File: src/design/link_regs_pkg.sv
// Summary of operation
// - The low six bits of the mode register pick the serial output mode of the link.
// - In 64b/66b modes K is 256*E/F, and the multiframe register is used only when F is zero.
// - Writing zero to the software sync bit requests sync; it resets to one.
// - A low selected sync pin keeps the request asserted until the pin rises or another source is chosen.
// - The link control register resets to three.
// - With link enable low, link logic and multiframe counter are reset and serializers off.
// - Sync source zero is the dedicated pin, one the timestamp pins, two no pin.
package link_regs_pkg;

  // ****************************************************************
  // register offsets
  // ****************************************************************
  localparam logic [11:0] OFS_LINK_ENABLE = 12'h200;
  localparam logic [11:0] OFS_LINK_OUTPUT_MODE = 12'h201;
  localparam logic [11:0] OFS_FRAMES_PER_MULTIFRAME_MINUS_ONE = 12'h202;
  localparam logic [11:0] OFS_SOFTWARE_SYNC_REQUEST = 12'h203;
  localparam logic [11:0] OFS_LINK_CONTROL = 12'h204;

  // ****************************************************************
  // reset values
  // ****************************************************************
  localparam logic [7:0] RST_LINK_ENABLE = 8'h01;
  localparam logic [7:0] RST_LINK_OUTPUT_MODE = 8'h00;
  localparam logic [7:0] RST_FRAMES_PER_MULTIFRAME_MINUS_ONE = 8'h1F;
  localparam logic [7:0] RST_SOFTWARE_SYNC_REQUEST = 8'h01;
  localparam logic [7:0] RST_LINK_CONTROL = 8'h03;
  localparam logic [15:0] RST_FRAMES_PER_MULTIFRAME = 16'h0020;

  // ****************************************************************
  // field positions
  // ****************************************************************
  localparam int LINK_ENABLE_BIT = 0;
  localparam int MODE_MSB = 5;
  localparam int SW_SYNC_BIT = 0;
  localparam int SCRAMBLE_BIT = 0;
  localparam int SAMPLE_FORMAT_BIT = 1;
  localparam int SYNC_SELECT_LSB = 2;
  localparam int SYNC_SELECT_MSB = 3;
  localparam int ALT_LANES_BIT = 4;

  // ****************************************************************
  // sync source encodings and K derivation
  // ****************************************************************
  typedef enum logic [1:0] {
    SYNC_SRC_DEDICATED_PIN = 2'h0,
    SYNC_SRC_TIMESTAMP_PINS = 2'h1,
    SYNC_SRC_NONE = 2'h2,
    SYNC_SRC_RESERVED = 2'h3
  } sync_source_e;

  localparam logic [15:0] K_SCALE_64B66B = 16'h0100;

endpackage : link_regs_pkg

File: src/design/serial_link_mode_sync_regs.sv
// The plain strobed port was decided locally.
`timescale 1ns/1ps
module serial_link_mode_sync_regs #(
  parameter int ADDR_WIDTH = 12,
  parameter int EF_WIDTH = 8
)
(
  input wire logic CLK,
  input wire logic RESETN,
  input wire logic [ADDR_WIDTH-1:0] REG_ADDR,
  input wire logic [7:0] REG_WDATA,
  input wire logic REG_WRITE,
  input wire logic REG_READ,
  output logic [7:0] REG_RDATA,
  input wire logic CALIBRATION_ENABLE,
  input wire logic MODE_IS_64B66B,
  input wire logic [EF_WIDTH-1:0] MODE_E,
  input wire logic [EF_WIDTH-1:0] MODE_F,
  input wire logic DEDICATED_SYNC_INPUT_PIN_N,
  input wire logic TIMESTAMP_INPUT_PINS_N,
  output logic [5:0] LINK_OUTPUT_MODE,
  output logic [15:0] FRAMES_PER_MULTIFRAME,
  output logic SYNC_REQUEST_N,
  output logic SCRAMBLE_ENABLE,
  output logic SAMPLE_FORMAT_SIGNED,
  output logic ALT_LANES,
  output logic LINK_RESET,
  output logic MULTIFRAME_COUNTER_RESET,
  output logic SERIALIZER_POWER_DOWN,
  output logic LINK_CLOCK_ENABLE,
  output logic MODE_WRITE_REFUSED
);

  // ****************************************************************
  // elaboration checks
  // ****************************************************************
  initial
  begin
    // offsets reach 0x204, so ten bits at the least
    if (ADDR_WIDTH < 10)
    begin
      $error("ADDR_WIDTH too small for the register offsets");
    end
    // a wider bus would alias onto the twelve-bit decode
    if (ADDR_WIDTH > 12)
    begin
      $error("ADDR_WIDTH too large for the exact decode");
    end
    // 256*E must stay inside sixteen bits
    if (EF_WIDTH < 1 || EF_WIDTH > 8)
    begin
      $error("EF_WIDTH must lie between 1 and 8");
    end
  end

  // ****************************************************************
  // state
  // ****************************************************************
  typedef struct packed {
    logic [7:0] link_enable;
    logic [7:0] output_mode;
    logic [7:0] k_minus_one;
    logic [7:0] sw_sync;
    logic [7:0] link_control;
    logic [7:0] rdata;
    logic sync_req_n;
    logic [15:0] frames_k;
    logic mode_refused;
  } state_s;

  // registered state and its next value
  state_s st_q;
  state_s st_d;

  // decoded address
  logic [11:0] addr;
  // level of the chosen sync pin, low asks for sync
  logic pin_level_n;
  // K worked out from the mode's E and F
  logic [15:0] k_from_ef;
  logic [15:0] scaled_e;
  // sync source field of the link control register
  logic [1:0] sync_sel;

  // address to package width
  assign addr = 12'(REG_ADDR);
  assign sync_sel = st_q.link_control[link_regs_pkg::SYNC_SELECT_MSB:link_regs_pkg::SYNC_SELECT_LSB];

  // sync pin chosen by the source field
  // code three is reserved and, like two, leaves only the software bit
  always_comb
  begin
    unique case (sync_sel)
      link_regs_pkg::SYNC_SRC_DEDICATED_PIN: pin_level_n = DEDICATED_SYNC_INPUT_PIN_N;
      link_regs_pkg::SYNC_SRC_TIMESTAMP_PINS: pin_level_n = TIMESTAMP_INPUT_PINS_N;
      link_regs_pkg::SYNC_SRC_NONE: pin_level_n = 1'b1;
      default: pin_level_n = 1'b1;
    endcase
  end

  // effective K from E and F in 64b/66b modes
  always_comb
  begin
    // at most 256*255, inside sixteen bits
    scaled_e = link_regs_pkg::K_SCALE_64B66B * 16'(MODE_E);
    // F of zero would divide by zero: fall back to the register
    if (MODE_F == '0)
    begin
      k_from_ef = 16'(st_q.k_minus_one) + 16'h0001;
    end
    else
    begin
      k_from_ef = scaled_e / 16'(MODE_F);
    end
  end

  // ****************************************************************
  // next state
  // ****************************************************************
  always_comb
  begin
    // hold every field but read data and the refusal flag unless a strobe or an input moves it
    st_d = st_q;
    st_d.mode_refused = 1'b0;
    // register writes, unmapped offsets ignored
    if (REG_WRITE)
    begin
      unique case (addr)
        link_regs_pkg::OFS_LINK_ENABLE: st_d.link_enable = REG_WDATA;
        link_regs_pkg::OFS_LINK_OUTPUT_MODE:
        begin
          st_d.output_mode = REG_WDATA;
          // flag a mode change made while the link is live or calibration is enabled
          st_d.mode_refused = st_q.link_enable[link_regs_pkg::LINK_ENABLE_BIT]
            | CALIBRATION_ENABLE;
        end
        link_regs_pkg::OFS_FRAMES_PER_MULTIFRAME_MINUS_ONE: st_d.k_minus_one = REG_WDATA;
        link_regs_pkg::OFS_SOFTWARE_SYNC_REQUEST: st_d.sw_sync = REG_WDATA;
        link_regs_pkg::OFS_LINK_CONTROL: st_d.link_control = REG_WDATA;
        default: st_d.rdata = st_q.rdata;
      endcase
    end

    // read data valid only in the cycle after the strobe
    st_d.rdata = 8'h00;
    if (REG_READ)
    begin
      unique case (addr)
        link_regs_pkg::OFS_LINK_ENABLE: st_d.rdata = st_q.link_enable;
        link_regs_pkg::OFS_LINK_OUTPUT_MODE: st_d.rdata = st_q.output_mode;
        link_regs_pkg::OFS_FRAMES_PER_MULTIFRAME_MINUS_ONE: st_d.rdata = st_q.k_minus_one;
        link_regs_pkg::OFS_SOFTWARE_SYNC_REQUEST: st_d.rdata = st_q.sw_sync;
        link_regs_pkg::OFS_LINK_CONTROL: st_d.rdata = st_q.link_control;
        default: st_d.rdata = 8'h00;
      endcase
    end

    // software bit and selected pin, low on either requests sync
    st_d.sync_req_n = st_q.sw_sync[link_regs_pkg::SW_SYNC_BIT] & pin_level_n;

    // effective frames per multiframe
    if (MODE_IS_64B66B)
    begin
      st_d.frames_k = k_from_ef;
    end
    else
    begin
      st_d.frames_k = 16'(st_q.k_minus_one) + 16'h0001;
    end
  end

  // ****************************************************************
  // registers
  // ****************************************************************
  always_ff @(posedge CLK or negedge RESETN)
  begin
    // every field to its reset value, one edge is enough
    if (!RESETN)
    begin
      st_q.link_enable <= link_regs_pkg::RST_LINK_ENABLE;
      st_q.output_mode <= link_regs_pkg::RST_LINK_OUTPUT_MODE;
      st_q.k_minus_one <= link_regs_pkg::RST_FRAMES_PER_MULTIFRAME_MINUS_ONE;
      st_q.sw_sync <= link_regs_pkg::RST_SOFTWARE_SYNC_REQUEST;
      st_q.link_control <= link_regs_pkg::RST_LINK_CONTROL;
      st_q.rdata <= 8'h00;
      st_q.sync_req_n <= 1'b1;
      st_q.frames_k <= link_regs_pkg::RST_FRAMES_PER_MULTIFRAME;
      st_q.mode_refused <= 1'b0;
    end
    else
    begin
      st_q <= st_d;
    end
  end

  // ****************************************************************
  // outputs
  // ****************************************************************
  // read data, zero outside the cycle after a read
  assign REG_RDATA = st_q.rdata;

  // mode field, reserved top bits stored but not driven
  assign LINK_OUTPUT_MODE = st_q.output_mode[link_regs_pkg::MODE_MSB:0];

  // effective K and sync request, one cycle behind their inputs
  assign FRAMES_PER_MULTIFRAME = st_q.frames_k;
  assign SYNC_REQUEST_N = st_q.sync_req_n;

  // link control bits
  assign SCRAMBLE_ENABLE = st_q.link_control[link_regs_pkg::SCRAMBLE_BIT];
  assign SAMPLE_FORMAT_SIGNED = st_q.link_control[link_regs_pkg::SAMPLE_FORMAT_BIT];
  assign ALT_LANES = st_q.link_control[link_regs_pkg::ALT_LANES_BIT];

  // pulse after a mode write made while the link was live or calibration was enabled
  assign MODE_WRITE_REFUSED = st_q.mode_refused;

  // link held off while disabled
  assign LINK_RESET = ~st_q.link_enable[link_regs_pkg::LINK_ENABLE_BIT];
  assign MULTIFRAME_COUNTER_RESET = ~st_q.link_enable[link_regs_pkg::LINK_ENABLE_BIT];
  assign SERIALIZER_POWER_DOWN = ~st_q.link_enable[link_regs_pkg::LINK_ENABLE_BIT];
  assign LINK_CLOCK_ENABLE = st_q.link_enable[link_regs_pkg::LINK_ENABLE_BIT];

endmodule : serial_link_mode_sync_regs

File: config.mk
export PLATFORM = sky130hd
export DESIGN_NAME = serial_link_mode_sync_regs
export DESIGN_NICKNAME = d
export VERILOG_FILES = /design/src/design/link_regs_pkg.sv /design/src/design/serial_link_mode_sync_regs.sv
export SDC_FILE = /design/constraint.sdc
export NUM_CORES = 1
export LEC_CHECK = 0
export ABC_CLOCK_PERIOD_IN_PS = 3850
export BUFFER_PORTS_ARGS = -buffer_cell sky130_fd_sc_hd__buf_2
export CORE_UTILIZATION = 30
export DETAILED_ROUTE_END_ITERATION = 7
export SYNTH_ARGS = -nofsm -noshare
export SYNTH_HDL_FRONTEND = slang
export SYNTH_SLANG_ARGS = --single-unit
export TNS_END_PERCENT = 1
File: constraint.sdc
create_clock -name CLK -period 3.85 [get_ports CLK]
set_clock_uncertainty 0.15 [all_clocks]
set_input_delay 0.385 -clock CLK [delete_from_list [all_inputs] [get_ports CLK]]
set_output_delay 0.385 -clock CLK [all_outputs]
set_load 0.02 [all_outputs]
==> impl_metrics.csv, run 1 <==
group,metric,value,unit
critical_path,required,3.88,ns
critical_path,r2r_setup_slack,2.17,ns
final_layout,drive_gt1_share,50.0,%
critical_path,worstSetupPathType,"in2reg",
critical_path,r2r-start,"st_q[44]",
global_routing,antenna_found_initial,0,
placement,io_buffers,82,
clock_network,cts.sinks,66,
final_layout,design_area,13900,um2
global_routing,grt_max_degree,42,
hold_path,min_to,"MODE_WRITE_REFUSED",
critical_path,regToRegEndpoint,"FRAMES_PER_MULTIFRAME[7]",
critical_path,crit_path_max_fanout,8,
detailed_routing,via_per_inst,5.13,
final_layout,layout.nets,1691,
global_routing,use_met2,34.7,%
critical_path,critical_path_buf_inv_count,29,
critical_path,crit_arrival,24.62,ns
critical_path,cp_slowest_cell,"a311o_2",
outcome,violations,"setup timing",
hold_path,hold_start,"CALIBRATION_ENABLE",
sta,fmax,40.7,MHz
sta,worst_pin_slew,0.629,ns
flow_run,cap_violations,0,
floorplan,core_area,28900,um2
detailed_routing,drt-initial-drc-count,575,
sta,drv_slew,0,
placement,place_congestion,0.895,
final_layout,final_core_util,48.2,%
detailed_routing,ant_nets,0,
sta,post-route-min-period,24.59,ns
critical_path,r2r_cells,5,
placement,hpwl,23300,um
critical_path,cp-start-kind,"input pin",
floorplan,die_x,174,um
placement,pre_cts_slack,-21.30,ns
synth,ys_types,100,
detailed_routing,finalWirelength,29800,um
sta,setup_violations,13,
synth,synthArstFlopShare,100,%
floorplan,dieHeight,174,um
final_layout,mostFrequentLayoutCell,"buf_4",
sta,rsz0062_at_grt,"true",
clock_network,clk_path_buf_depth,2,
global_routing,grt_pass1_vias,10200,
sta,period_share,639,%
critical_path,cp-end-kind,"flop",
detailed_routing,drc,0,
synth,avgSynthCellArea,8.50,um2
clock_network,clk_latency,0.33,ns
floorplan,num_io_pins,83,
synth,synth-seq-cells,66,
synth,synth-edff-count,0,
floorplan,rows,62,
global_routing,globalRouteMet3Util,1.95,%
floorplan,start_util,30.6,%
critical_path,crit_family,"compound AO/OA/AOI/OAI gates",
synth,ys.flop_type,"dfrtp_1",
detailed_routing,vias,9956,
global_routing,grt_first_pass_wirelength,49400,um
clock_network,clk_pin_slew,0.05,ns
synth,synth_area,8830,um2
final_layout,mostFrequentLayoutCells,"buf_4 (467), buf_2 (82), nor2_1 (79)",
synth,ys_warn_count,0,
critical_path,cp_slowest_stage_delay,0.41,ns
hold_path,hp-class,"in2reg",
hold_path,hold-path-cell-count,3,
outcome,status,"finished with violations",
detailed_routing,drt_first_pass_iters,5,
sta,slew_headroom,57.8,%
final_layout,antenna_cells,0,
synth,yosysSeqAreaShare,18.9,%
synth,synth.net_count,1178,
clock_network,cts_root_buffer,"clkbuf_16",
detailed_routing,wire_per_inst,15.4,um
synth,synth_cells,1039,
sta,hold_viol_final,0,
global_routing,grt.met1_usage,24.6,%
placement,place_area,12800,um2
clock_network,h-tree-depth,3,
critical_path,crit_top_cell,"buf_4",
final_layout,syn2layout_area_growth,57.5,%
floorplan,dieArea,30100,um2
global_routing,grt_use_total,19.7,%
clock_network,cts_tree,"yes",
global_routing,grt.busiest_layer,"met2",
global_routing,grt.overflow.total,0,
sta,fin_ws,-20.74,ns
clock_network,cts_buffers,9,
-- worst register-to-register path, stage by stage (launching register included) --
cell     delay [ns]
dfstp_2        0.57
nand3_1        0.15
nor2_1         0.24
nand3_1        0.14
xor2_1         0.17
a21oi_1        0.18
-- cell families after synthesis --
kind of cell | after synthesis | share of synthesized area, %
AO/OA/AOI/OAI | 336 | 26.9
AND/OR/NAND/NOR | 319 | 19.1
multiplexers | 86 | 11.2
flip-flops | 66 | 18.9
XOR/XNOR | 53 | 5.43
buffers and inverters | 84 | 5.00
adder cells (fa/ha/maj) | 95 | 13.5
-- per-stage QoR --
| stage | setup TNS (ns) | cells | hold slack (ns) |
|---|---|---|---|
| after floorplan | -129.75 | 1039 | -0.0606 |
| after CTS | -126.78 | 1917 | 0.135 |
| after global placement | -132.65 | 1852 | 0.257 |
| after detailed placement | -136.01 | 1852 | 0.254 |
| after global routing | -137.86 | 1941 | 0.176 |
| final | -127.90 | 1941 | 0.143 |
-- how the worst max path moves through the flow --
stage,from,endpoint,cells after the start,slack [ns]
global route,MODE_F[7],FRAMES_PER_MULTIFRAME[0],144,-22.18
floorplan,MODE_F[7],FRAMES_PER_MULTIFRAME[0],134,-21.17
finish,MODE_F[7],FRAMES_PER_MULTIFRAME[0],139,-20.74
CTS,MODE_F[4],FRAMES_PER_MULTIFRAME[0],132,-20.45
detailed placement,MODE_F[7],FRAMES_PER_MULTIFRAME[0],130,-21.30
global placement,MODE_F[7],FRAMES_PER_MULTIFRAME[0],130,-20.81
-- registers in the layout, summed over array words and instances, names as in the netlist, 6 cells and up --
name,count
FRAMES_PER_MULTIFRAME,16
LINK_OUTPUT_MODE,6
st_q,30
REG_RDATA,8
-- synth_stat cells, types with 3 or more instances --
master     count  area share, %
o21a_1        40            3.4
o2111ai_1      5           0.50
and3_1         3           0.21
nor2_1        84            3.6
o31ai_1       15            1.3
nand3_1       20            1.1
o211a_1        4           0.45
mux2_4        10            1.7
a21o_1        44            3.7
o22ai_1        5           0.35
a21oi_1       74            4.2
xor2_1        17            1.7
mux2_2        60            7.7
nand2_1       68            2.9
buf_4         32            2.7
o211ai_1      13            1.1
xnor2_1       34            3.4
o21ai_1        3           0.17
inv_1         28            1.2
nor3b_1        5           0.43
or3_1          9           0.64
o21ai_0       52            2.9
or2_2          7           0.50
nor4_1         5           0.35
a311o_1        4           0.45
ha_1          94             13
a211o_1        4           0.40
nand4_1       12           0.85
a31oi_1        4           0.28
dfrtp_1       55             16
dfstp_2       11            3.3
clkbuf_1      18           0.77
mux2i_1       16            1.8
nand2b_1      14           0.99
and2_1        10           0.71
buf_2          5           0.28
nor3_1        38            2.2
o31a_1         3           0.30
nor2b_1       13           0.92
o21bai_1       6           0.51
a211oi_1       8           0.68
a222oi_1       8           0.91
nor4b_1        5           0.50
a22oi_1        8           0.68
-- cell type report --
type                            count  area [um2]
Clock inverter                      1        5.00
Tap cell                          384         480
Inverter                           29         114
Timing Repair Buffer              557        4010
Sequential cell                    66        1670
Multi-Input combinational cell    889        7390
Clock buffer                       15         248
Fill cell                        2731       15000
-- repair_timing --
action,in CTS,in global routing
hold buffers,1,0
resized for setup,30,43
pin swaps,54,63
setup endpoints to repair,13,13
setup buffers,48,24
endpoints found under the hold margin,24,0
-- routing by layer --
metal / part of all wire [%] / vias to the layer above
li1: - / 4938
met1: 45 / 4731
met2: 49 / 217
met3: 3.0 / 70
met4: 3.6 / 0
met5: 0 / -
Power of run 1 is left out: the tool's default activity adds up to more than one toggle a clock period on the data nets, which glitch-free logic cannot reach.
==> run 2: changes to the inputs <==
Settings changed: CORE_UTILIZATION 30 to 23.
==> impl_metrics.csv, run 2 (same netlist as run 1, synthesis figures left out) <==
group,metric,value,unit
global_routing,grt.overflow.total,0,
sta,post-route-min-period,24.53,ns
sta,period_share,637,%
floorplan,die_x,198,um
clock_network,clk_latency,0.33,ns
outcome,violations,"hold timing, setup timing",
clock_network,cts.sinks,66,
final_layout,final_core_util,36.3,%
final_layout,multi_input_area,7230,um2
final_layout,syn2layout_area_growth,55.1,%
final_layout,mostFrequentLayoutCells,"buf_4 (432), buf_2 (82), nor2_1 (81)",
critical_path,crit_top_cell,"buf_4",
outcome,status,"finished with violations",
placement,placedCellCount,1977,
detailed_routing,drt_first_pass_iters,7,
critical_path,cp-start-kind,"input pin",
sta,hold_viol_final,33,
sta,worst_pin_slew,0.767,ns
detailed_routing,drt-initial-drc-count,507,
detailed_routing,finalWirelength,29700,um
clock_network,h-tree-depth,3,
floorplan,dieArea,39200,um2
critical_path,cp_slowest_stage_delay,0.46,ns
final_layout,drive_gt1_share,47.4,%
placement,io_buffers,82,
sta,setup_tns,-128.66,ns
clock_network,clk_path_buf_depth,2,
detailed_routing,drc,0,
detailed_routing,ant_nets,0,
floorplan,start_util,23.4,%
clock_network,cts_root_buffer,"clkbuf_16",
critical_path,worstSetupPathType,"in2reg",
hold_path,hp-class,"in2async",
sta,fin_ws,-20.68,ns
final_layout,regMostFlops,"st_q",
final_layout,mostFrequentLayoutCell,"buf_4",
critical_path,required,3.89,ns
placement,hpwl,23700,um
sta,slew_headroom,48.9,%
critical_path,crit_arrival,24.57,ns
critical_path,crit_path_max_fanout,8,
final_layout,regArea,1670,um2
floorplan,rows,71,
sta,fin_hold_ws,-0.0218,ns
critical_path,cp_slowest_cell,"a311o_2",
floorplan,dieHeight,198,um
critical_path,cp-end-kind,"flop",
detailed_routing,wire_per_inst,14.6,um
global_routing,antenna_found_initial,1,
sta,rsz0062_at_grt,"true",
placement,place_congestion,0.891,
clock_network,cts_tree,"yes",
floorplan,num_io_pins,83,
global_routing,grt_pass1_vias,9846,
final_layout,final_cells,2031,
floorplan,core_area,37800,um2
global_routing,grt_first_pass_wirelength,48800,um
flow_run,cap_violations,0,
detailed_routing,via_per_inst,4.77,
sta,drv_slew,0,
critical_path,crit_start,"MODE_F[4]",
sta,fmax,40.8,MHz
detailed_routing,vias,9698,
final_layout,num-fill-cells,3806,
final_layout,antenna_cells,0,
critical_path,r2r-start,"st_q[42]",
clock_network,clk_pin_slew,0.05,ns
sta,setup_violations,13,
final_layout,layout.nets,1654,
clock_network,cts_buffers,9,
global_routing,grt_use_total,15.3,%
final_layout,largest_reg_flops,30,
global_routing,grt_max_degree,37,
==> run 2: cell types whose count changed in the layout (fill, tap and decap cells not counted), moves of 4 or more <==
cell,previous run,this run
ha_1,73,79
clkbuf_1,6,0
ha_4,15,11
buf_4,467,432
o21ai_0,35,39
==> run 2: area by class of cell <==
type / instances / share of cell area (%)
inverter: 29 / 0.831
timing repair buffer: 519 / 27.1
multi-input combinational: 890 / 52.8
sequential: 66 / 12.2
clock inverter: 4 / 0.530
clock buffer: 12 / 1.95
tap: 511 / 4.67
==> run 2: metrics by stage <==
step	instance area (um2)	worst slack (ns)
floorplan	9220	-21.17
global placement	12900	-20.90
detailed placement	12900	-21.45
CTS	13700	-20.42
global route	13700	-22.36
finish	13700	-20.68
==> run 2: worst paths after layout <==
| kind | depth (start not counted) | slack (ns) | to |
|---|---|---|---|
| worst max-delay path | 139 | -20.68 | FRAMES_PER_MULTIFRAME[0] |
| worst min-delay path | 1 | -0.02 | FRAMES_PER_MULTIFRAME[14] |
| worst max register to register | 5 | 2.21 | FRAMES_PER_MULTIFRAME[8] |
| worst min register to register | 1 | 0.34 | SYNC_REQUEST_N |
| max in group asynchronous | 2 | 2.65 | st_q[45] |
| min in group CLK | 3 | 0.12 | MODE_WRITE_REFUSED |
==> run 2: worst max-delay path, delay by kind of cell <==
| kind | cells | cell delay (ns) |
|---|---|---|
| AO/OA/AOI/OAI | 62 | 10.51 |
| adder cells (fa/ha/maj) | 14 | 3.64 |
| buffers and inverters | 23 | 2.92 |
| multiplexers | 5 | 1.32 |
| AND/OR/NAND/NOR | 35 | 5.80 |
==> run 2: routing by layer <==
layer,GRT usage (%),share of wire [%],vias to the layer above
li1,-,-,4876
met1,19.7,47,4589
met2,26.9,48,189
met3,1.43,3.1,42
met4,4.13,1.8,2
met5,0,0.064,-
==> run 2: what timing repair did <==
| action | 4_1_cts | 5_1_grt |
|---|---|---|
| setup endpoints to repair | 13 | 13 |
| hold buffers | 0 | 0 |
| pin swaps | 57 | 4 |
| resized for setup | 31 | 5 |
| setup buffers | 37 | 0 |
| cloned | 1 | 0 |
Power of run 2 is left out for the same reason.
